<file path="config.mk">
export PLATFORM = sky130hd
export DESIGN_NAME = cache_bus_if
export DESIGN_NICKNAME = d
export VERILOG_FILES = /design/src/cache_bus_dummy_unused.sv /design/src/cache_bus_pkg.sv /design/src/cache_bus_if.sv
export VERILOG_INCLUDE_DIRS = /design/src /design/src/src
export SDC_FILE = /design/constraint.sdc
export NUM_CORES = 1
export LEC_CHECK = 0
export BUFFER_PORTS_ARGS = -buffer_cell sky130_fd_sc_hd__buf_4
export CAP_MARGIN = 20
export CELL_PAD_IN_SITES_DETAIL_PLACEMENT = 2
export CELL_PAD_IN_SITES_GLOBAL_PLACEMENT = 2
export CORE_ASPECT_RATIO = 1.5
export CORE_UTILIZATION = 36
export CTS_CLUSTER_DIAMETER = 60
export DETAILED_ROUTE_END_ITERATION = 8
export PLACE_DENSITY_LB_ADDON = 0.25
export SYNTH_ARGS = -nofsm -noshare
export SYNTH_HDL_FRONTEND = slang
export SYNTH_SLANG_ARGS = --single-unit
</file>
<file path="constraint.sdc">
create_clock -name clk_sys -period 10.6 [get_ports clk_sys]
set_clock_uncertainty 0.15 [all_clocks]
set_input_delay 1.59 -clock clk_sys [delete_from_list [all_inputs] [get_ports clk_sys]]
set_output_delay 1.59 -clock clk_sys [all_outputs]
set_load 0.005 [all_outputs]
</file>
<file path="src/cache_bus_params.svh">
`ifndef CACHE_BUS_PARAMS_SVH
`define CACHE_BUS_PARAMS_SVH
// bus widths
`define DATA_W      32
`define DPAR_W      4
`define TAG_W       20
`define TPAR_W      3
`define TSLICE_W    7
`define LOW_ADDRESS_W     18
`define INT_W       6
`define MODE_W      24
// synchronised bus fields {tpar,tv,tag,dpar,data}
`define BUS_W       60
`define CTL_W       13
`define CTL_RDH     12
`define CTL_WRH     11
`define CTL_FLT     10
`define CTL_CPS     9
`define CTL_CC0     8
`define CTL_LA_HI   7
`define CTL_LA_LO   6
// mode history bit positions (W oldest .. Z newest)
`define M_MP        9
`define M_ADRDIS    7
`define M_NOPAR     8
`define M_FPU_CONDITION    4
`define M_FPD2      22
`define M_FPD1      16
`define M_FPD0      10
`define FPU_INTERRUPT_DFLT  3'h3
`define FPU_INTERRUPT_MAXL  3'h5
// cycles from cache enable to sampled read data
`define CACHE_WAIT  3'h3
// register port
`define REG_CTRL    2'h0
`define REG_STATUS  2'h1
`define REG_MODE    2'h2
`define CTRL_RST    1'h1
`endif

</file>
<file path="src/cache_bus_dummy_unused.sv">
`timescale 1ns/1ps

</file>
<file path="src/cache_bus_pkg.sv">
package cache_bus_pkg;
  `include "cache_bus_params.svh"

  typedef enum logic [2:0] {
    ST_IDLE  = 3'b000,
    ST_CACHE = 3'b001,
    ST_MRD   = 3'b010,
    ST_MWR   = 3'b011,
    ST_WSTL  = 3'b100,
    ST_INV   = 3'b101
  } state_t;

  typedef enum logic [1:0] {
    K_CRD = 2'b00,
    K_CWR = 2'b01,
    K_MRD = 2'b10,
    K_MWR = 2'b11
  } kind_t;

  typedef enum logic [2:0] {
    AT_NONE  = 3'b000,
    AT_BYTE  = 3'b001,
    AT_HALF  = 3'b010,
    AT_TRI   = 3'b011,
    AT_WORD  = 3'b100,
    AT_FETCH = 3'b101,
    AT_INVAL = 3'b110
  } acc_t;

  typedef struct packed {
    state_t              st;
    logic [2:0]          cnt;
    logic [`BUS_W-1:0]   bus_s1;
    logic [`BUS_W-1:0]   bus_s2;
    logic [`CTL_W-1:0]   ctl_s1;
    logic [`CTL_W-1:0]   ctl_s2;
    logic [`INT_W-1:0]   int_s1;
    logic [`INT_W-1:0]   int_s2;
    logic [`MODE_W-1:0]  hist;
    kind_t               r_kind;
    logic                r_ic;
    logic [1:0]          r_size;
    logic [31:0]         r_addr;
    logic [`DATA_W-1:0]  r_wdata;
    logic                r_tv;
    logic [`DATA_W-1:0]  data_out;
    logic [`DPAR_W-1:0]  dpar_out;
    logic                data_oe;
    logic [`TAG_W-1:0]   tag_out;
    logic                tv_out;
    logic [`TPAR_W-1:0]  tpar_out;
    logic                tag_oe;
    logic [`LOW_ADDRESS_W-1:0] la_out;
    logic [1:0]          la_oe;
    logic                ic_rd;
    logic                ic_wr;
    logic                dc_rd;
    logic                dc_wr;
    logic                lclk;
    logic                sclk;
    logic                rbuf_en;
    acc_t                acc;
    logic                mwr;
    logic                mrd;
    logic                run;
    logic                exc;
    logic                cond1;
    logic [`INT_W-1:0]   irq;
    logic                cp_stall;
    logic [3:0]          cp_cond;
    logic                ready;
    logic                rsp_v;
    logic [`DATA_W-1:0]  rsp_data;
    logic [`TAG_W-1:0]   rsp_tag;
    logic                rsp_tv;
    logic                rsp_flt;
    logic                rsp_perr;
    logic                ctrl_par;
    logic                st_flt;
    logic                st_perr;
    logic [31:0]         rdata;
  } st_t;
endpackage

</file>
<file path="src/cache_bus_if.sv">
`timescale 1ns/1ps
`include "cache_bus_params.svh"
// Function
// - one 32-bit data bus with 4-bit even parity generated and checked.
// - 20-bit two-way tag bus for address bits 12-31 plus tag valid.
// - 3-bit even tag parity over tag valid concatenated with tag.
// - device drives an 18-bit low byte address bus.
// - each cache read/write enable driven on two identical outputs.
// - instruction and data cache latch clocks toggle every cycle out of reset, held low in reset.
// - dedicated output enables read buffer onto the data bus.
// - 3-bit access type gives size, transfer present and purpose.
// - memory write strobe on main memory write, read strobe on read.
// - run output shows running or stalled, shared with float unit.
// - exception output aborts committing instruction, carries exception info.
// - coprocessor sync clock identical to system output clock.
// - read stall hold normally high; low ends read; sampled only then.
// - write stall hold extends and ends a main memory write stall; the write request starts it.
// - coprocessor stall is float unit stall OR external pin.
// - condition-1 pin outputs float stall, or float interrupt if selected.
// - low address 16/17 are address, condition 2/3, or snoop inputs.
// - in multiprocessor mode snoop hold stalls cache accesses.
// - in multiprocessor mode snoop invalidate drives invalidate data.
// - six interrupt inputs; also mode select; float interrupt line default 3.
// - mode values captured over the last four cycles before release.
module cache_bus_if (
  // clock and reset
  input  wire logic                 clk_sys,
  input  wire logic                 sys_rst,
  // data bus
  input  wire logic [`DATA_W-1:0]   data_in,
  output logic      [`DATA_W-1:0]   data_out,
  output logic                      data_oe,
  input  wire logic [`DPAR_W-1:0]   data_parity_in,
  output logic      [`DPAR_W-1:0]   data_parity_out,
  output logic                      data_parity_oe,
  // tag bus
  input  wire logic [`TAG_W-1:0]    tag_in,
  output logic      [`TAG_W-1:0]    tag_out,
  output logic                      tag_oe,
  input  wire logic                 tag_valid_in,
  output logic                      tag_valid_out,
  output logic                      tag_valid_oe,
  input  wire logic [`TPAR_W-1:0]   tag_parity_in,
  output logic      [`TPAR_W-1:0]   tag_parity_out,
  output logic                      tag_parity_oe,
  // low address, bits 17:16 multi-function
  output logic      [`LOW_ADDRESS_W-1:0]  low_address,
  output logic      [1:0]           low_address_hi_oe,
  input  wire logic [1:0]           low_address_hi_in,
  // cache strobes
  output logic                      icache_read_en,
  output logic                      icache_read_en_copy,
  output logic                      icache_write_en,
  output logic                      icache_write_en_copy,
  output logic                      dcache_read_en,
  output logic                      dcache_read_en_copy,
  output logic                      dcache_write_en,
  output logic                      dcache_write_en_copy,
  output logic                      icache_latch_clock,
  output logic                      dcache_latch_clock,
  output logic                      read_buffer_en,
  // memory handshake
  output logic      [2:0]           access_type,
  output logic                      mem_write_strobe,
  output logic                      mem_read_strobe,
  input  wire logic                 bus_fault,
  input  wire logic                 read_stall_hold,
  input  wire logic                 write_stall_hold,
  // coprocessor pins
  output logic                      run,
  output logic                      exception,
  output logic                      system_out_clock,
  output logic                      coproc_sync_clock,
  input  wire logic                 coproc_stall,
  input  wire logic                 coproc_condition0,
  output logic                      coproc_condition1,
  input  wire logic [`INT_W-1:0]    int_n,
  // internal float unit
  input  wire logic                 fpu_stall,
  input  wire logic                 fpu_condition,
  input  wire logic                 fpu_interrupt,
  // core request
  input  wire logic                 req_valid,
  output logic                      req_ready,
  input  wire logic [1:0]           req_kind,
  input  wire logic                 req_icache,
  input  wire logic [1:0]           req_size,
  input  wire logic [31:0]          req_addr,
  input  wire logic [`DATA_W-1:0]   req_wdata,
  input  wire logic                 req_tag_valid,
  // core response
  output logic                      rsp_valid,
  output logic      [`DATA_W-1:0]   rsp_data,
  output logic      [`TAG_W-1:0]    rsp_tag,
  output logic                      rsp_tag_valid,
  output logic                      rsp_fault,
  output logic                      rsp_parity_err,
  output logic                      core_coproc_stall,
  output logic      [3:0]           core_coproc_cond,
  output logic      [`INT_W-1:0]    core_irq,
  // register port
  input  wire logic [1:0]           reg_addr,
  input  wire logic [31:0]          reg_wdata,
  input  wire logic                 reg_wr,
  input  wire logic                 reg_rd,
  output logic      [31:0]          reg_rdata
);

  cache_bus_pkg::st_t q_ff;
  cache_bus_pkg::st_t nxt_q;

  // per byte / per slice even parity
  function automatic logic [`DPAR_W-1:0] dpar(input logic [`DATA_W-1:0] d);
    logic [`DPAR_W-1:0] p;
    p = '0;
    for (int i = 0; i < `DPAR_W; i++) begin
      p[i] = ^d[i*8 +: 8];
    end
    return p;
  endfunction

  function automatic logic [`TPAR_W-1:0] tpar(input logic [`TAG_W:0] t);
    logic [`TPAR_W-1:0] p;
    p = '0;
    for (int i = 0; i < `TPAR_W; i++) begin
      p[i] = ^t[i*`TSLICE_W +: `TSLICE_W];
    end
    return p;
  endfunction

  // decoded views of state
  logic [`DATA_W-1:0] s_data;
  logic [`DPAR_W-1:0] s_dpar;
  logic [`TAG_W-1:0]  s_tag;
  logic               s_tv;
  logic [`TPAR_W-1:0] s_tpar;
  logic               mp;
  logic               adr_dis;
  logic               snp_hold;
  logic               snp_inv;
  logic               perr;
  logic [2:0]         fp_line;
  logic [2:0]         fp_code;

  assign {s_tpar, s_tv, s_tag, s_dpar, s_data} = q_ff.bus_s2;
  assign mp       = q_ff.hist[`M_MP];
  assign adr_dis  = q_ff.hist[`M_ADRDIS];
  assign snp_hold = mp & q_ff.ctl_s2[`CTL_LA_HI];
  assign snp_inv  = mp & q_ff.ctl_s2[`CTL_LA_LO];
  assign fp_code  = {q_ff.hist[`M_FPD2], q_ff.hist[`M_FPD1], q_ff.hist[`M_FPD0]};
  assign fp_line  = (fp_code > `FPU_INTERRUPT_MAXL) ? `FPU_INTERRUPT_DFLT : fp_code;
  // parity check on data, and on tag for cache reads
  assign perr = q_ff.ctrl_par & ~q_ff.hist[`M_NOPAR] &
                ((dpar(s_data) != s_dpar) |
                 ((q_ff.r_kind == cache_bus_pkg::K_CRD) &
                  (tpar({s_tv, s_tag}) != s_tpar)));

  // next state
  always_comb begin
    nxt_q = q_ff;
    // pin synchronisers; only the interrupt pair keeps running in reset
    nxt_q.bus_s1 = {tag_parity_in, tag_valid_in, tag_in, data_parity_in, data_in};
    nxt_q.bus_s2 = q_ff.bus_s1;
    nxt_q.ctl_s1 = {read_stall_hold, write_stall_hold, bus_fault, coproc_stall,
                    coproc_condition0, low_address_hi_in, 6'h00};
    nxt_q.ctl_s2 = q_ff.ctl_s1;
    nxt_q.int_s1 = int_n;
    nxt_q.int_s2 = q_ff.int_s1;
    // free running clocks, held low only in reset
    nxt_q.lclk = ~q_ff.lclk;
    nxt_q.sclk = ~q_ff.sclk;
    // one-cycle pulses
    nxt_q.rsp_v = 1'b0;
    nxt_q.exc   = 1'b0;
    nxt_q.mwr   = 1'b0;
    nxt_q.rdata = 32'h0;
    // pin functions from captured mode
    nxt_q.la_oe = {2{~(mp | adr_dis)}};
    nxt_q.cp_stall = fpu_stall | q_ff.ctl_s2[`CTL_CPS];
    nxt_q.cp_cond = {adr_dis & ~mp & q_ff.ctl_s2[`CTL_LA_HI],
                     adr_dis & ~mp & q_ff.ctl_s2[`CTL_LA_LO],
                     fpu_condition, q_ff.ctl_s2[`CTL_CC0]};
    nxt_q.cond1 = q_ff.hist[`M_FPU_CONDITION] ? fpu_interrupt : fpu_stall;
    nxt_q.irq = ~q_ff.int_s2;
    if (!q_ff.hist[`M_FPU_CONDITION] && fpu_interrupt) begin
      nxt_q.irq[fp_line] = 1'b1;
    end
    // register writes; hardware set beats W1C clear
    if (reg_wr && reg_addr == `REG_CTRL) begin
      nxt_q.ctrl_par = reg_wdata[0];
    end
    if (reg_wr && reg_addr == `REG_STATUS) begin
      nxt_q.st_flt  = q_ff.st_flt & ~reg_wdata[0];
      nxt_q.st_perr = q_ff.st_perr & ~reg_wdata[1];
    end
    // register reads, data in next cycle
    if (reg_rd) begin
      unique case (reg_addr)
        `REG_CTRL:   nxt_q.rdata = {31'h0, q_ff.ctrl_par};
        `REG_STATUS: nxt_q.rdata = {27'h0, snp_hold, mp,
                                    q_ff.st != cache_bus_pkg::ST_IDLE,
                                    q_ff.st_perr, q_ff.st_flt};
        `REG_MODE:   nxt_q.rdata = {8'h00, q_ff.hist};
        default:     nxt_q.rdata = 32'h0;
      endcase
    end
    // transfer sequencer
    unique case (q_ff.st)
      cache_bus_pkg::ST_IDLE: begin
        nxt_q.run = ~snp_hold & ~q_ff.cp_stall;
        nxt_q.ready = ~snp_hold & ~snp_inv;
        if (snp_inv) begin
          // invalidate entry at externally supplied address
          nxt_q.st      = cache_bus_pkg::ST_INV;
          nxt_q.ready   = 1'b0;
          nxt_q.tag_out = '0;
          nxt_q.tv_out  = 1'b0;
          nxt_q.tpar_out = tpar({1'b0, {`TAG_W{1'b0}}});
          nxt_q.tag_oe  = 1'b1;
          nxt_q.dc_wr   = 1'b1;
          nxt_q.acc     = cache_bus_pkg::AT_INVAL;
        end else if (req_valid && q_ff.ready) begin
          nxt_q.ready   = 1'b0;
          nxt_q.r_kind  = cache_bus_pkg::kind_t'(req_kind);
          nxt_q.r_ic    = req_icache;
          nxt_q.r_size  = req_size;
          nxt_q.r_addr  = req_addr;
          nxt_q.r_wdata = req_wdata;
          nxt_q.r_tv    = req_tag_valid;
          nxt_q.cnt     = 3'h0;
          nxt_q.la_out  = req_addr[`LOW_ADDRESS_W-1:0];
          nxt_q.tag_out = req_addr[31:12];
          nxt_q.tv_out  = req_tag_valid;
          nxt_q.tpar_out = tpar({req_tag_valid, req_addr[31:12]});
          nxt_q.tag_oe  = req_kind != cache_bus_pkg::K_CRD;
          nxt_q.data_out = req_wdata;
          nxt_q.dpar_out = dpar(req_wdata);
          nxt_q.data_oe = req_kind[0];
          nxt_q.acc = req_icache ? cache_bus_pkg::AT_FETCH :
                      cache_bus_pkg::acc_t'({1'b0, req_size} + 3'h1);
          unique case (cache_bus_pkg::kind_t'(req_kind))
            cache_bus_pkg::K_CRD: begin
              nxt_q.st    = cache_bus_pkg::ST_CACHE;
              nxt_q.ic_rd = req_icache;
              nxt_q.dc_rd = ~req_icache;
            end
            cache_bus_pkg::K_CWR: begin
              nxt_q.st    = cache_bus_pkg::ST_CACHE;
              nxt_q.ic_wr = req_icache;
              nxt_q.dc_wr = ~req_icache;
            end
            cache_bus_pkg::K_MRD: begin
              nxt_q.st      = cache_bus_pkg::ST_MRD;
              nxt_q.mrd     = 1'b1;
              nxt_q.rbuf_en = 1'b1;
              nxt_q.run     = 1'b0;
            end
            cache_bus_pkg::K_MWR: begin
              nxt_q.st  = cache_bus_pkg::ST_MWR;
              nxt_q.mwr = 1'b1;
              nxt_q.run = 1'b0;
            end
          endcase
        end
      end
      cache_bus_pkg::ST_CACHE: begin
        nxt_q.cnt = q_ff.cnt + 3'h1;
        if (q_ff.cnt == `CACHE_WAIT) begin
          nxt_q.st = cache_bus_pkg::ST_IDLE;
          nxt_q.rsp_v = 1'b1;
          nxt_q.rsp_flt = 1'b0;
          nxt_q.rsp_data = s_data;
          nxt_q.rsp_tag = s_tag;
          nxt_q.rsp_tv = s_tv;
          nxt_q.rsp_perr = (q_ff.r_kind == cache_bus_pkg::K_CRD) & perr;
          nxt_q.exc = (q_ff.r_kind == cache_bus_pkg::K_CRD) & perr;
          nxt_q.st_perr = nxt_q.st_perr | nxt_q.rsp_perr;
          {nxt_q.ic_rd, nxt_q.ic_wr, nxt_q.dc_rd, nxt_q.dc_wr} = 4'h0;
          nxt_q.tag_oe = 1'b0;
          nxt_q.data_oe = 1'b0;
          nxt_q.acc = cache_bus_pkg::AT_NONE;
          nxt_q.ready = 1'b1;
        end
      end
      cache_bus_pkg::ST_MRD: begin
        // hold sampled only in this stall
        if (q_ff.ctl_s2[`CTL_FLT] || !q_ff.ctl_s2[`CTL_RDH]) begin
          nxt_q.st = cache_bus_pkg::ST_IDLE;
          nxt_q.mrd = 1'b0;
          nxt_q.rbuf_en = 1'b0;
          nxt_q.tag_oe = 1'b0;
          nxt_q.acc = cache_bus_pkg::AT_NONE;
          nxt_q.rsp_v = 1'b1;
          nxt_q.rsp_data = s_data;
          nxt_q.rsp_tag = q_ff.r_addr[31:12];
          nxt_q.rsp_tv = 1'b1;
          nxt_q.rsp_flt = q_ff.ctl_s2[`CTL_FLT];
          nxt_q.rsp_perr = ~q_ff.ctl_s2[`CTL_FLT] & perr;
          nxt_q.exc = q_ff.ctl_s2[`CTL_FLT] | perr;
          nxt_q.st_flt = nxt_q.st_flt | q_ff.ctl_s2[`CTL_FLT];
          nxt_q.st_perr = nxt_q.st_perr | nxt_q.rsp_perr;
          nxt_q.ready = 1'b1;
        end
      end
      cache_bus_pkg::ST_MWR: begin
        // wait for the hold to reach the synchronised copy
        nxt_q.cnt = q_ff.cnt + 3'h1;
        if (q_ff.cnt == `CACHE_WAIT) begin
          nxt_q.st = cache_bus_pkg::ST_WSTL;
        end
      end
      cache_bus_pkg::ST_WSTL: begin
        if (q_ff.ctl_s2[`CTL_FLT] || !q_ff.ctl_s2[`CTL_WRH]) begin
          nxt_q.st = cache_bus_pkg::ST_IDLE;
          nxt_q.data_oe = 1'b0;
          nxt_q.tag_oe = 1'b0;
          nxt_q.acc = cache_bus_pkg::AT_NONE;
          nxt_q.rsp_v = 1'b1;
          nxt_q.rsp_flt = q_ff.ctl_s2[`CTL_FLT];
          nxt_q.rsp_perr = 1'b0;
          nxt_q.exc = q_ff.ctl_s2[`CTL_FLT];
          nxt_q.st_flt = nxt_q.st_flt | q_ff.ctl_s2[`CTL_FLT];
          nxt_q.ready = 1'b1;
        end
      end
      cache_bus_pkg::ST_INV: begin
        nxt_q.st = cache_bus_pkg::ST_IDLE;
        nxt_q.dc_wr = 1'b0;
        nxt_q.tag_oe = 1'b0;
        nxt_q.acc = cache_bus_pkg::AT_NONE;
      end
      default: nxt_q.st = cache_bus_pkg::ST_IDLE;
    endcase
    if (sys_rst) begin
      // reset: outputs to idle, mode history keeps shifting
      nxt_q = '0;
      nxt_q.bus_s1 = q_ff.bus_s1;
      nxt_q.bus_s2 = q_ff.bus_s2;
      nxt_q.ctl_s1 = q_ff.ctl_s1;
      nxt_q.ctl_s2 = q_ff.ctl_s2;
      nxt_q.int_s1 = int_n;
      nxt_q.int_s2 = q_ff.int_s1;
      nxt_q.hist = {q_ff.hist[`MODE_W-`INT_W-1:0], q_ff.int_s2};
      nxt_q.ctrl_par = `CTRL_RST;
      nxt_q.st = cache_bus_pkg::ST_IDLE;
    end
  end

  // state register
  always_ff @(posedge clk_sys) begin
    q_ff <= nxt_q;
  end

  // pin outputs straight from state
  assign data_out             = q_ff.data_out;
  assign data_oe              = q_ff.data_oe;
  assign data_parity_out      = q_ff.dpar_out;
  assign data_parity_oe       = q_ff.data_oe;
  assign tag_out              = q_ff.tag_out;
  assign tag_oe               = q_ff.tag_oe;
  assign tag_valid_out        = q_ff.tv_out;
  assign tag_valid_oe         = q_ff.tag_oe;
  assign tag_parity_out       = q_ff.tpar_out;
  assign tag_parity_oe        = q_ff.tag_oe;
  assign low_address          = q_ff.la_out;
  assign low_address_hi_oe    = q_ff.la_oe;
  assign icache_read_en       = q_ff.ic_rd;
  assign icache_read_en_copy  = q_ff.ic_rd;
  assign icache_write_en      = q_ff.ic_wr;
  assign icache_write_en_copy = q_ff.ic_wr;
  assign dcache_read_en       = q_ff.dc_rd;
  assign dcache_read_en_copy  = q_ff.dc_rd;
  assign dcache_write_en      = q_ff.dc_wr;
  assign dcache_write_en_copy = q_ff.dc_wr;
  assign icache_latch_clock   = q_ff.lclk;
  assign dcache_latch_clock   = q_ff.lclk;
  assign read_buffer_en       = q_ff.rbuf_en;
  assign access_type          = q_ff.acc;
  assign mem_write_strobe     = q_ff.mwr;
  assign mem_read_strobe      = q_ff.mrd;
  assign run                  = q_ff.run;
  assign exception            = q_ff.exc;
  assign system_out_clock     = q_ff.sclk;
  assign coproc_sync_clock    = q_ff.sclk;
  assign coproc_condition1    = q_ff.cond1;
  assign req_ready            = q_ff.ready;
  assign rsp_valid            = q_ff.rsp_v;
  assign rsp_data             = q_ff.rsp_data;
  assign rsp_tag              = q_ff.rsp_tag;
  assign rsp_tag_valid        = q_ff.rsp_tv;
  assign rsp_fault            = q_ff.rsp_flt;
  assign rsp_parity_err       = q_ff.rsp_perr;
  assign core_coproc_stall    = q_ff.cp_stall;
  assign core_coproc_cond     = q_ff.cp_cond;
  assign core_irq             = q_ff.irq;
  assign reg_rdata            = q_ff.rdata;

endmodule

</file>
; Yosys cells after proc, flatten, opt, wreduce, memory -nomap -nowiden
; Cells that the tools add are included.
[totals]
register_bits = 409
in_bits = 185
word_cells = 238
[op_classes]
add_sub_neg = 2
n_lt_le_gt_ge = 3
n_eq_ne = 24
muxes = 66
bitwise_logic = 38
n_reduce_logical = 58
[ops]
columns = op, count
row1 = $mux 57, 2
row2 = $pmux 53 s2, 1
row3 = $pmux 24 s3, 1
row4 = $reduce_xor 8->1, 8
row5 = $mux 44, 1
row6 = $reduce_xor 7->1, 6
row7 = $mux 3, 10
row8 = $pmux 3 s5, 2
row9 = $reduce_and 5->1, 6
row10 = $mux 25, 1
row11 = $mux 1, 22
row12 = $not 1->1, 15
row13 = $and 1x1->1, 14
row14 = $mux 4, 3
row15 = $mux 6, 2
row16 = $ne 2x2->1 const B, 6
row17 = $pmux 1 s3, 4
row18 = $pmux 3 s2, 2
row19 = $reduce_and 4->1, 3
row20 = $reduce_bool 2->1, 6
row21 = $reduce_bool 3->1, 4
row22 = $mux 2, 5
row23 = $eq 3x2->1 const B, 3
row24 = $pmux 3 s3, 1
row25 = other kinds (34), 63

; Depth between registers and ports, before layout
; Gate-level depths: netlist of the first run.
[depth]
ltp_word = 9
depth_mapped = 9
ltp_nobuf = 8

; Worst setup path after synthesis of the first run
; OpenSTA, ideal clock, no wires.
[synth_path]
path_type = input -> register
start = in sys_rst
end = reg q_ff, in the netlist reg_rdata[13]
setup_ps = 59
arrival_time_ps = 5409
required_time_ps = 10391
slack_ps = 4981
cell_stages = 6
path_buffers = 3
cell_sequence = clkbuf_1 > inv_1 > and3_1 > clkbuf_1 > clkbuf_1 > and2_1
[synth_via]
elab_chain_len = 1
[synth_lines]
columns = element, line
row1 = start: declaration, cache_bus_if.sv:28  ; input wire logic sys_rst,
row2 = $reduce_or 2->1 (no source line), --
row3 = end signal: assignment, cache_bus_if.sv:351  ; q_ff <= nxt_q;
row4 = end: declaration, cache_bus_if.sv:109  ; cache_bus_pkg::st_t q_ff;
; Every way passes these cells.
; A chain may end at the register's enable or synchronous reset.

; Worst setup path in the final report of the first run
[layout_path]
start = in sys_rst
end = reg q_ff[376] (netlist name) (enable)
; No word-level cell between the ends.

==> reports/qor_table.md, run 1 <==
| Step | Metric | Value |
| --- | --- | --- |
| timing | Final Cycle Share | 0.327 |
| yosys | Most instantiated flip-flop cell in the synthesis netlist | sky130_fd_sc_hd__dfxtp_1 |
| detailed routing | Remaining number of nets flagged by the antenna check after routing | 0 |
| place | Routability Congestion | 0.779 |
| place | Pre-CTS worst setup slack | 6.57 ns |
| clocking | TritonCTS Buffers | 40 |
| detailed routing | Average wire length per cell after detail routing | 19.5 µm |
| yosys | Largest area contributor in the netlist | sky130_fd_sc_hd__edfxtp_1 |
| final layout | Layout fillers | 4238 |
| worst setup path | Critical-path maximum fanout | 96 |
| worst setup path | Crit start category | input pin |
| yosys | Instance count of the mapped netlist | 1350 |
| clocking | TritonCTS clock tree | built |
| timing | Final setup slack of the worst path | 7.14 ns |
| yosys | Async S/R FF share, synth | 0 |
| floorplanning | Height of the die | 252 µm |
| clocking | CTS root buf | sky130_fd_sc_hd__clkbuf_16 |
| final layout | Area Growth Syn to Fin | 20.0% |
| detailed routing | Vias/cell | 4.73 |
| worst setup path | Crit Path Class | in -> reg |
| power and ir drop | Leak Pwr | 6.96 nW |
| yosys | Sequential-to-total area share from yosys stat | 0.618 |
| timing | Transition at the pin with the smallest max-transition slack | 1.03 ns |
| clocking | CTS Buffer Depth | 3 |
| detailed routing | DRT iter0 DRCs | 534 |
| floorplanning | Row cnt | 91 |
| worst setup path | Worst setup path startpoint | sys_rst |
| worst setup path | Arrival time worst endpoint | 3.48 ns |
| worst hold path | Worst min path class | reg -> reg |
| floorplanning | Effective utilization at floorplan | 0.364 |
| global route | Wire length of the first global-routing pass | 62300 µm |
| global route | All-layer global routing usage | 0.191 |
| clocking | # clock sinks | 383 |
| worst setup path | Type of destination of the critical path | flip-flop |
| clocking | Worst-path clk slew | 0.06 ns |
| power and ir drop | Worst VDD drop | 126 µV |
| floorplanning | DIE AREA | 0.0424 mm² |
| final layout | Top library cells by usage in the layout, fill and taps aside | 360 x sky130_fd_sc_hd__buf_4, 239 x sky130_fd_sc_hd__nand2_1, 225 x sky130_fd_sc_hd__dfxtp_1 |
| clocking | Count of buffers added by post-CTS timing repair for setup | 0 |
| yosys | Netlist Area Pre-Place | 0.0150 mm² |
| floorplanning | Top-level I/O count | 391 |
| yosys | Synthesized area per cell | 11.1 µm² |
| yosys | Area share of the largest cell type after synthesis | 0.317 |
| timing | Final Hold Fails | 0 |
| final layout | Share of the core filled with cells in the final layout | 0.437 |
| final layout | Register area | 0.00925 mm² |
| final layout | Number of nets in the finished design | 1700 |
| yosys | Number of enable flip-flop cells after synthesis | 158 |
| final layout | Fraction of final layout cells sized beyond drive strength 1 | 0.282 |
| clocking | Clock insertion delay at the later pin of the skew report | 0.55 ns |
| timing | Maximum clock frequency | 0.289 GHz |
| timing | Crit path time final | 3.46 ns |
| place | Total of buffers placed on input and output ports | 352 |
| timing | Setup tns final | 0 ns |
| run | Number of maximum-capacitance constraint violations | 0 |
| detailed routing | Wire length after detailed routing | 41100 µm |
| place | Detailed Place HPWL | 28600 µm |
| worst setup path | R2R Path Start | q_ff[455] |
| yosys | Number of register bits inferred by synthesis | 383 |
| global route | Initial antenna violation count | 3 |
| floorplanning | Floorplan Core Area | 0.0411 mm² |
| global route | Pin count of the biggest net entering global routing | 97 |
| yosys | Synth top area cells | sky130_fd_sc_hd__edfxtp_1 32%, sky130_fd_sc_hd__dfxtp_1 30%, sky130_fd_sc_hd__buf_4 9.7% |
| worst setup path | Capture instance of the worst register-to-register path | q_ff[32] |
| detailed routing | Pre-Repair DR Iteration Count | 5 |
| timing | Final count of pins violating max slew | 0 |
| global route | Total congestion overflow | 0 |
| clocking | H-Tree Depth | 2 |
| detailed routing | Via count | 9952 |
| floorplanning | Die extent in x | 169 µm |
| worst setup path | Worst endpoint required time | 10.61 ns |
| clocking | Number of buffers inserted for hold repair after clock tree synthesis | 0 |
| yosys | Synthesis Warnings | 0 |
| worst setup path | Endpoint of the worst setup timing path | q_ff[376] |
| timing | Setup repair after global routing missed its margin | no |
| clocking | Resized Gates After CTS | 0 |
| global route | Vias in the first global route | 11000 |
| final layout | Leading cell type in the layout, fill and taps excluded | sky130_fd_sc_hd__buf_4 |
| detailed routing | DRC errors left | 0 |
| yosys | Count of different cell masters after synthesis | 59 |
| timing | Remaining max-slew budget at the tightest pin | 0.315 |
| outcome | Result of the run | completed |
| final layout | Area occupied by multi-input gates | 0.00401 mm² |
| worst setup path | Worst Reg2Reg Path Length in Cells | 6 |
| timing | Endpoints failing setup | 0 |
| worst setup path | Flop2flop setup slack | 7.50 ns |
| power and ir drop | Power density normalized to cell area | 211 mW/mm² |
cells by family after synthesis:
| logic type | after synthesis | synth area share |
|---|---|---|
| AO/OA/AOI/OAI | 219 | 0.0887 |
| flip-flops | 383 | 0.618 |
| XOR/XNOR | 99 | 0.0598 |
| adder cells (fa/ha/maj) | 3 | 0.00251 |
| AND/OR/NAND/NOR | 381 | 0.108 |
| buffers and inverters | 255 | 0.117 |
| multiplexers | 9 | 0.00602 |
| other | 1 | 0.000250 |
flip-flops by register name, summed over array words and instances, names as in the netlist, 6 cells and up:
register	flops
core_irq	6
data_out	32
q_ff	208
reg_rdata	24
rsp_data	32
rsp_tag	20
tag_out	20
Yosys cell counts, drive strengths merged (9+ instances only):
library cell / count
edfxtp: 158
mux2i: 9
clkbuf: 34
a21oi: 145
xnor2: 89
dfxtp: 225
o21ai: 18
a222oi: 20
nor2: 70
nand2: 240
and2: 21
nand3: 12
buf: 214
critical path: stages:
cell and delay (ns):
sky130_fd_sc_hd__buf_6 0.27, sky130_fd_sc_hd__inv_6 0.56, sky130_fd_sc_hd__buf_4 0.88
per-layer routing:
| layer | share of wire | track usage | up-vias |
|---|---|---|---|
| met1 | 0.37 | 0.197 | 4903 |
| met2 | 0.54 | 0.363 | 282 |
| li1 | - | - | 4707 |
| met4 | 0.023 | 0.0595 | 2 |
| met5 | 0.00029 | 0 | - |
| met3 | 0.069 | 0.0590 | 58 |
where the power goes:
group | total [mW] | leakage [nW] | internal (mW) | switching, mW
clock network | 1.36 | 0.613 | 0.779 | 0.580
logic | 0.667 | 2.97 | 0.286 | 0.380
registers | 1.77 | 3.38 | 1.67 | 0.0915
total | 3.79 | 6.96 | 2.74 | 1.05
how the worst min path moves through the flow:
stage                            to  cells after the start  slack [ns]       from
final                     q_ff[294]                      0        0.17  q_ff[300]
after global routing      q_ff[295]                      0        0.20  q_ff[301]
after CTS                 q_ff[294]                      0        0.18  q_ff[300]
after detailed placement  q_ff[294]                      0        0.16  q_ff[300]
after global placement    q_ff[295]                      0        0.16  q_ff[301]
after floorplan           q_ff[294]                      0        0.16  q_ff[300]
metrics by stage:
step | power, mW | hold WS [ns] | instance area (µm²) | std cells
finish | 3.79 | 0.170 | 18000 | 2104
global route | 3.97 | 0.196 | 18000 | 2104
CTS | 3.86 | 0.178 | 18000 | 2102
detailed placement | 2.48 | 0.164 | 16700 | 2028
global placement | 2.45 | 0.163 | 16700 | 2028
floorplan | 2.25 | 0.160 | 15000 | 1357
layout make-up:
class / count / share of cell area
antenna: 2 / 0.000279
clock buffer: 62 / 0.0643
clock inverter: 12 / 0.00564
inverter: 7 / 0.00174
multi-input combinational: 719 / 0.223
sequential: 383 / 0.515
tap: 558 / 0.0389
timing repair buffer: 361 / 0.151
(Power assumes the default switching activity.)
==> run 2, diff against run 1 <==
- ABC_AREA: unset -> 1
- CORE_UTILIZATION: 36 -> 32
- clock period: 10.6 -> 3.2 ns (I/O delays scaled with it)
==> reports/qor_table.md, run 2 <==
| Step | Metric | Value |
| --- | --- | --- |
| yosys | Synth top area cells | sky130_fd_sc_hd__edfxtp_1 31%, sky130_fd_sc_hd__dfxtp_1 29%, sky130_fd_sc_hd__buf_4 9.3% |
| global route | Met2 layer usage reported by global route | 0.359 |
| yosys | Synthesized area per cell | 9.78 µm² |
| power and ir drop | Power density normalized to cell area | 650 mW/mm² |
| global route | All-layer global routing usage | 0.187 |
| yosys | Async S/R FF share, synth | 0 |
| timing | Final setup slack of the worst path | 0.559 ns |
| final layout | Number of flip-flops in the largest register | 208 |
| place | Detailed Place HPWL | 31300 µm |
| final layout | Number of nets in the finished design | 2029 |
| final layout | Share of the core filled with cells in the final layout | 0.413 |
| timing | Final hold slack | 0.0302 ns |
| yosys | Sequential-to-total area share from yosys stat | 0.601 |
| floorplanning | Height of the die | 271 µm |
| yosys | Synthesis Warnings | 0 |
| worst setup path | Worst setup path startpoint | mp |
| clocking | TritonCTS Buffers | 42 |
| timing | Setup tns final | 0 ns |
| detailed routing | Remaining number of nets flagged by the antenna check after routing | 0 |
| global route | Wire length of the first global-routing pass | 71800 µm |
| worst setup path | Crit start category | flip-flop |
| yosys | Most common cell in the synthesized netlist | sky130_fd_sc_hd__nand2_1 |
| timing | Transition at the pin with the smallest max-transition slack | 0.960 ns |
| final layout | Post-route cell area | 0.0197 mm² |
| timing | Final Hold Fails | 0 |
| detailed routing | Via count | 11500 |
| yosys | Number of register bits inferred by synthesis | 383 |
| final layout | Leading cell type in the layout, fill and taps excluded | sky130_fd_sc_hd__buf_4 |
| clocking | CTS root buf | sky130_fd_sc_hd__clkbuf_16 |
| place | Total of buffers placed on input and output ports | 352 |
| final layout | Area Growth Syn to Fin | 27.8% |
| timing | Final count of pins violating max slew | 0 |
| detailed routing | DRC errors left | 0 |
| worst hold path | Hold path startpoint | req_addr[2] |
| power and ir drop | Worst VDD drop | 380 µV |
| yosys | Number of enable flip-flop cells after synthesis | 158 |
| place | Routability Congestion | 0.757 |
| worst setup path | Critical-path maximum fanout | 73 |
| floorplanning | DIE AREA | 0.0490 mm² |
| worst setup path | Sum of buffers and inverters on the critical path | 3 |
| detailed routing | DRT iter0 DRCs | 291 |
| timing | Endpoints failing setup | 0 |
| worst setup path | Crit-path cells | nand2_1, inv_2, nor2_2, inv_2, nor2_4, buf_4, nand2_1, a21oi_1 |
| yosys | Top cells by count, synth | 262 x sky130_fd_sc_hd__nand2_1, 225 x sky130_fd_sc_hd__dfxtp_1, 191 x sky130_fd_sc_hd__buf_4, 191 x sky130_fd_sc_hd__nor2_1, 158 x sky130_fd_sc_hd__edfxtp_1 |
| global route | Most heavily used metal layer in global routing | met2 |
| clocking | TritonCTS clock tree | built |
| clocking | # clock sinks | 383 |
| worst setup path | Crit Path Class | reg -> reg |
| timing | Setup repair after global routing missed its margin | no |
| final layout | Top library cells by usage in the layout, fill and taps aside | 365 x sky130_fd_sc_hd__buf_4, 262 x sky130_fd_sc_hd__nand2_1, 225 x sky130_fd_sc_hd__dfxtp_1 |
| yosys | Most instantiated flip-flop cell in the synthesis netlist | sky130_fd_sc_hd__dfxtp_1 |
| final layout | Fraction of final layout cells sized beyond drive strength 1 | 0.249 |
| clocking | H-Tree Depth | 2 |
| detailed routing | Vias/cell | 4.64 |
| yosys | Largest area contributor in the netlist | sky130_fd_sc_hd__edfxtp_1 |
| place | Pre-CTS worst setup slack | 0.616 ns |
| floorplanning | Effective utilization at floorplan | 0.323 |
| final layout | Cell Count, Final, Fillers Out | 2478 |
| global route | Global-route met1 utilization | 0.195 |
| timing | Maximum clock frequency | 0.379 GHz |
| floorplanning | Floorplan Core Area | 0.0476 mm² |
| place | Number of placed instances, taps included | 2306 |
| clocking | CTS Buffer Depth | 3 |
| global route | GR Util met3 | 0.0412 |
| worst setup path | Worst endpoint required time | 3.52 ns |
| detailed routing | Average wire length per cell after detail routing | 18.7 µm |
| timing | Final Cycle Share | 0.825 |
| yosys | Netlist Area Pre-Place | 0.0154 mm² |
| worst hold path | Worst min path class | in -> reg |
| outcome | Result of the run | completed |
| worst setup path | CP delay by family, top | simple AND/OR/NAND/NOR gates |
| final layout | Reg with most FFs | q_ff |
| global route | Total congestion overflow | 0 |
| worst setup path | R2R Path Start | mp |
| global route | Pin count of the biggest net entering global routing | 127 |
| floorplanning | Row cnt | 98 |
| floorplanning | Die extent in x | 181 µm |
| worst setup path | Type of destination of the critical path | flip-flop |
| floorplanning | Top-level I/O count | 391 |
| yosys | Area share of the largest cell type after synthesis | 0.308 |
| run | Number of maximum-capacitance constraint violations | 0 |
| worst setup path | Slowest stage cell on the critical path | sky130_fd_sc_hd__buf_4 |
| power and ir drop | Leak Pwr | 8.37 nW |
| detailed routing | Wire length after detailed routing | 46400 µm |
| clocking | Worst-path clk slew | 0.07 ns |
| global route | Initial antenna violation count | 3 |
| place | Placed Instance Area | 0.0173 mm² |
| timing | Crit path time final | 2.64 ns |
| power and ir drop | Final total power | 12.8 mW |
| clocking | Resized Gates After CTS | 0 |
| yosys | Count of different cell masters after synthesis | 36 |
| global route | Vias in the first global route | 13000 |
| clocking | Clock insertion delay at the later pin of the skew report | 0.56 ns |
| yosys | Instance count of the mapped netlist | 1574 |
| timing | Remaining max-slew budget at the tightest pin | 0.359 |
| worst setup path | Arrival time worst endpoint | 2.96 ns |
| worst setup path | Largest incremental delay on the critical path | 0.62 ns |
| detailed routing | Pre-Repair DR Iteration Count | 5 |
-- run 2: cell types whose count changed after synthesis, sizes merged, moves of 14 or more --
cell	change
nor2	+130
o21ai	+86
inv	+84
nand3	+38
xnor2	-36
a21oi	-29
nand2	+24
and2	-21
a222oi	-20
xor2	+17
a31oi	+14
-- run 2: per-layer routing --
| layer | wire length [µm] | vias to the layer above |
|---|---|---|
| met4 | 1550 | 0 |
| li1 | - | 5472 |
| met3 | 2330 | 81 |
| met2 | 25100 | 277 |
| met5 | 0 | - |
| met1 | 17400 | 5665 |
-- run 2: report_power, final --
part	leakage [nW]	switching [mW]	total (mW)	internal, mW
combinational	4.31	1.20	2.10	0.900
clock	0.683	2.05	4.89	2.85
sequential	3.38	0.260	5.79	5.53
total	8.37	3.51	12.8	9.28
-- run 2: kinds of logic (layout without fill, tap and decap cells) --
kind of cell / count (synthesis) / in the layout / synth area share
simple gates: 525 / 525 / 0.136
flops: 383 / 383 / 0.601
buf+inv: 335 / 629 / 0.130
compound gates: 249 / 249 / 0.0855
xor+xnor: 78 / 78 / 0.0444
fa+ha+maj: 3 / 3 / 0.00244
other cells: 1 / 11 / 0.000244
-- run 2: final timing paths --
kind / to / slack (ns) / cells after the start
hold / removal: q_ff[235] / 0.03 / 3
hold reg to reg: q_ff[296] / 0.18 / 0
setup reg to reg: q_ff[257] / 0.56 / 8
setup / recovery: q_ff[257] / 0.56 / 8
-- run 2: repair_timing --
item | CTS | global route
setup buffers | 0 | 0
hold buffers | 91 | 0
setup endpoints to repair | 0 | 0
hold endpoints to repair | 91 | 0
-- run 2: final cells by class --
class | count | area, µm²
Timing Repair Buffer | 460 | 3730
Fill cell | 5133 | 27900
Multi-Input combinational cell | 863 | 4180
Antenna cell | 3 | 7.51
Sequential cell | 383 | 9250
Inverter | 91 | 349
Tap cell | 600 | 751
Clock buffer | 59 | 1220
Clock inverter | 19 | 174
-- run 2: worst reg2reg max path: cells and delay by family, from the launching register on --
| family | cells | cell delay (ns) |
|---|---|---|
| compound gates | 1 | 0.25 |
| flops | 1 | 0.45 |
| simple gates | 4 | 0.92 |
| buf+inv | 3 | 0.81 |
==> run 3, diff against run 2 <==
- clock period: 3.2 -> 2.5 ns (I/O delays scaled with it)
==> reports/qor_table.md, run 3 (same netlist as run 2, synthesis figures left out) <==
| Step | Metric | Value |
| --- | --- | --- |
| final layout | Layout fillers | 5061 |
| clocking | Clock insertion delay at the later pin of the skew report | 0.54 ns |
| floorplanning | Row cnt | 98 |
| timing | Endpoints failing setup | 0 |
| global route | All-layer global routing usage | 0.192 |
| final layout | Leading cell type in the layout, fill and taps excluded | sky130_fd_sc_hd__buf_4 |
| outcome | Result of the run | completed |
| worst setup path | Crit-path cells | nand2_1, inv_2, nor2_2, inv_2, nor2_4, inv_2, buf_12, o21ai_0, inv_1 |
| global route | Vias in the first global route | 13300 |
| power and ir drop | Share of total power in sequential cells | 0.445 |
| global route | Initial antenna violation count | 0 |
| global route | Wire length of the first global-routing pass | 73400 µm |
| worst hold path | Worst min path class | in -> reg |
| place | Routability Congestion | 0.766 |
| final layout | Post-route cell area | 0.0203 mm² |
| final layout | Top library cells by usage in the layout, fill and taps aside | 372 x sky130_fd_sc_hd__buf_4, 262 x sky130_fd_sc_hd__nand2_1, 225 x sky130_fd_sc_hd__dfxtp_1 |
| worst setup path | Slowest stage cell on the critical path | sky130_fd_sc_hd__edfxtp_1 |
| timing | Remaining max-slew budget at the tightest pin | 0.538 |
| clocking | TritonCTS Buffers | 42 |
| timing | Final Cycle Share | 0.878 |
| floorplanning | Die extent in x | 181 µm |
| timing | Crit path time final | 2.19 ns |
| final layout | Antenna diode count | 0 |
| worst setup path | Crit Path Class | reg -> reg |
| power and ir drop | Share of total power consumed by net switching | 0.273 |
| power and ir drop | Worst VDD drop | 713 µV |
| clocking | Resized Gates After CTS | 0 |
| timing | Maximum clock frequency | 0.456 GHz |
| final layout | Fraction of final layout cells sized beyond drive strength 1 | 0.248 |
| power and ir drop | Clk pwr share | 0.385 |
| power and ir drop | Switching power | 4.55 mW |
| worst setup path | Most prevalent standard cell on the critical path | sky130_fd_sc_hd__inv_2 |
| worst setup path | Worst endpoint required time | 2.77 ns |
| detailed routing | Pre-Repair DR Iteration Count | 6 |
| floorplanning | Top-level I/O count | 391 |
| detailed routing | DRC errors left | 0 |
| floorplanning | DIE AREA | 0.0490 mm² |
| place | Total of buffers placed on input and output ports | 352 |
| power and ir drop | Design internal power | 12.1 mW |
| final layout | Number of nets in the finished design | 2089 |
| timing | Final hold slack | 0.0142 ns |
| floorplanning | Floorplan Core Area | 0.0476 mm² |
| clocking | Number of buffers inserted for hold repair after clock tree synthesis | 142 |
| clocking | TritonCTS clock tree | built |
| run | Number of maximum-capacitance constraint violations | 0 |
| detailed routing | Average wire length per cell after detail routing | 18.8 µm |
| timing | Setup tns final | 0 ns |
| detailed routing | Wire length after detailed routing | 47600 µm |
| detailed routing | Via count | 11800 |
| place | Detailed Place HPWL | 31900 µm |
| worst setup path | Flop2flop setup slack | 0.31 ns |
| global route | Pin count of the biggest net entering global routing | 127 |
| clocking | Count of buffers added by post-CTS timing repair for setup | 0 |
| detailed routing | DRT iter0 DRCs | 338 |
| worst setup path | Type of destination of the critical path | flip-flop |
| detailed routing | Vias/cell | 4.65 |
| clocking | # clock sinks | 383 |
| clocking | Worst-path clk slew | 0.06 ns |
| power and ir drop | Leak Pwr | 8.64 nW |
| place | Number of placed instances, taps included | 2315 |
| worst setup path | Crit start category | flip-flop |
| worst setup path | Arrival time worst endpoint | 2.47 ns |
| clocking | H-Tree Depth | 2 |
| place | Placed Instance Area | 0.0174 mm² |
| final layout | Cell Count, Final, Fillers Out | 2532 |
| worst setup path | Critical-path maximum fanout | 28 |
| clocking | CTS Buffer Depth | 3 |
| power and ir drop | Power density normalized to cell area | 821 mW/mm² |
| detailed routing | Remaining number of nets flagged by the antenna check after routing | 0 |
| floorplanning | Height of the die | 271 µm |
| clocking | CTS root buf | sky130_fd_sc_hd__clkbuf_16 |
| timing | Final Hold Fails | 0 |
| timing | Setup repair after global routing missed its margin | no |
| global route | Total congestion overflow | 0 |
| final layout | Area Growth Syn to Fin | 31.7% |
| timing | Final count of pins violating max slew | 0 |
| floorplanning | Effective utilization at floorplan | 0.323 |
| final layout | Number of flip-flops in the largest register | 208 |
| worst setup path | Largest incremental delay on the critical path | 0.45 ns |
| power and ir drop | Final total power | 16.6 mW |
| timing | Transition at the pin with the smallest max-transition slack | 0.694 ns |
| final layout | Reg with most FFs | q_ff |
| power and ir drop | Combinational share of power | 0.170 |
run 3: power by group through the flow:
stage                     clock network (mW)  logic, mW  registers, mW
after global routing                    6.84       3.11           7.47
after floorplan                            0       1.72           7.43
final                                   6.41       2.82           7.41
after CTS                               6.62       2.87           7.41
after detailed placement                   0       2.66           7.54
after global placement                     0       2.57           7.51
run 3: final timing paths:
check / from / end / depth (start not counted)
worst min-delay path: req_addr[26] / tag_out[14] / 3
worst max register to register: mp / data_parity_out[2] / 9
worst min register to register: q_ff[302] / q_ff[296] / 0
worst max-delay path: mp / data_parity_out[2] / 9
run 3: per-layer routing:
metal	vias to the layer above	wire (µm)	track usage
met5	-	0	0
met4	0	1750	0.0783
met3	87	2470	0.0425
met2	278	26000	0.375
met1	5809	17300	0.192
li1	5602	-	-
run 3: area by class of cell:
class	instances	area, µm²	share of cell area
Clock buffer	52	1140	0.0562
Multi-Input combinational cell	863	4180	0.206
Tap cell	600	751	0.0370
Sequential cell	383	9250	0.456
Inverter	91	349	0.0172
Clock inverter	23	270	0.0133
Timing Repair Buffer	520	4330	0.214
run 3: stage by stage:
step           worst slack (ns)   util
5_1_grt                  0.0307  0.426
4_1_cts                   0.253  0.426
3_3_place_gp              0.342  0.367
2_1_floorplan             0.103      -
3_5_place_dp              0.226  0.367
6_report                  0.306  0.426
run 3: critical path: cells and delay by family (launching register included):
family                 cells  cell delay (ns)
buffers and inverters      5             0.74
DFF                        1             0.45
and+or+nand+nor            3             0.53
AOI/OAI and AO/OA          1             0.20
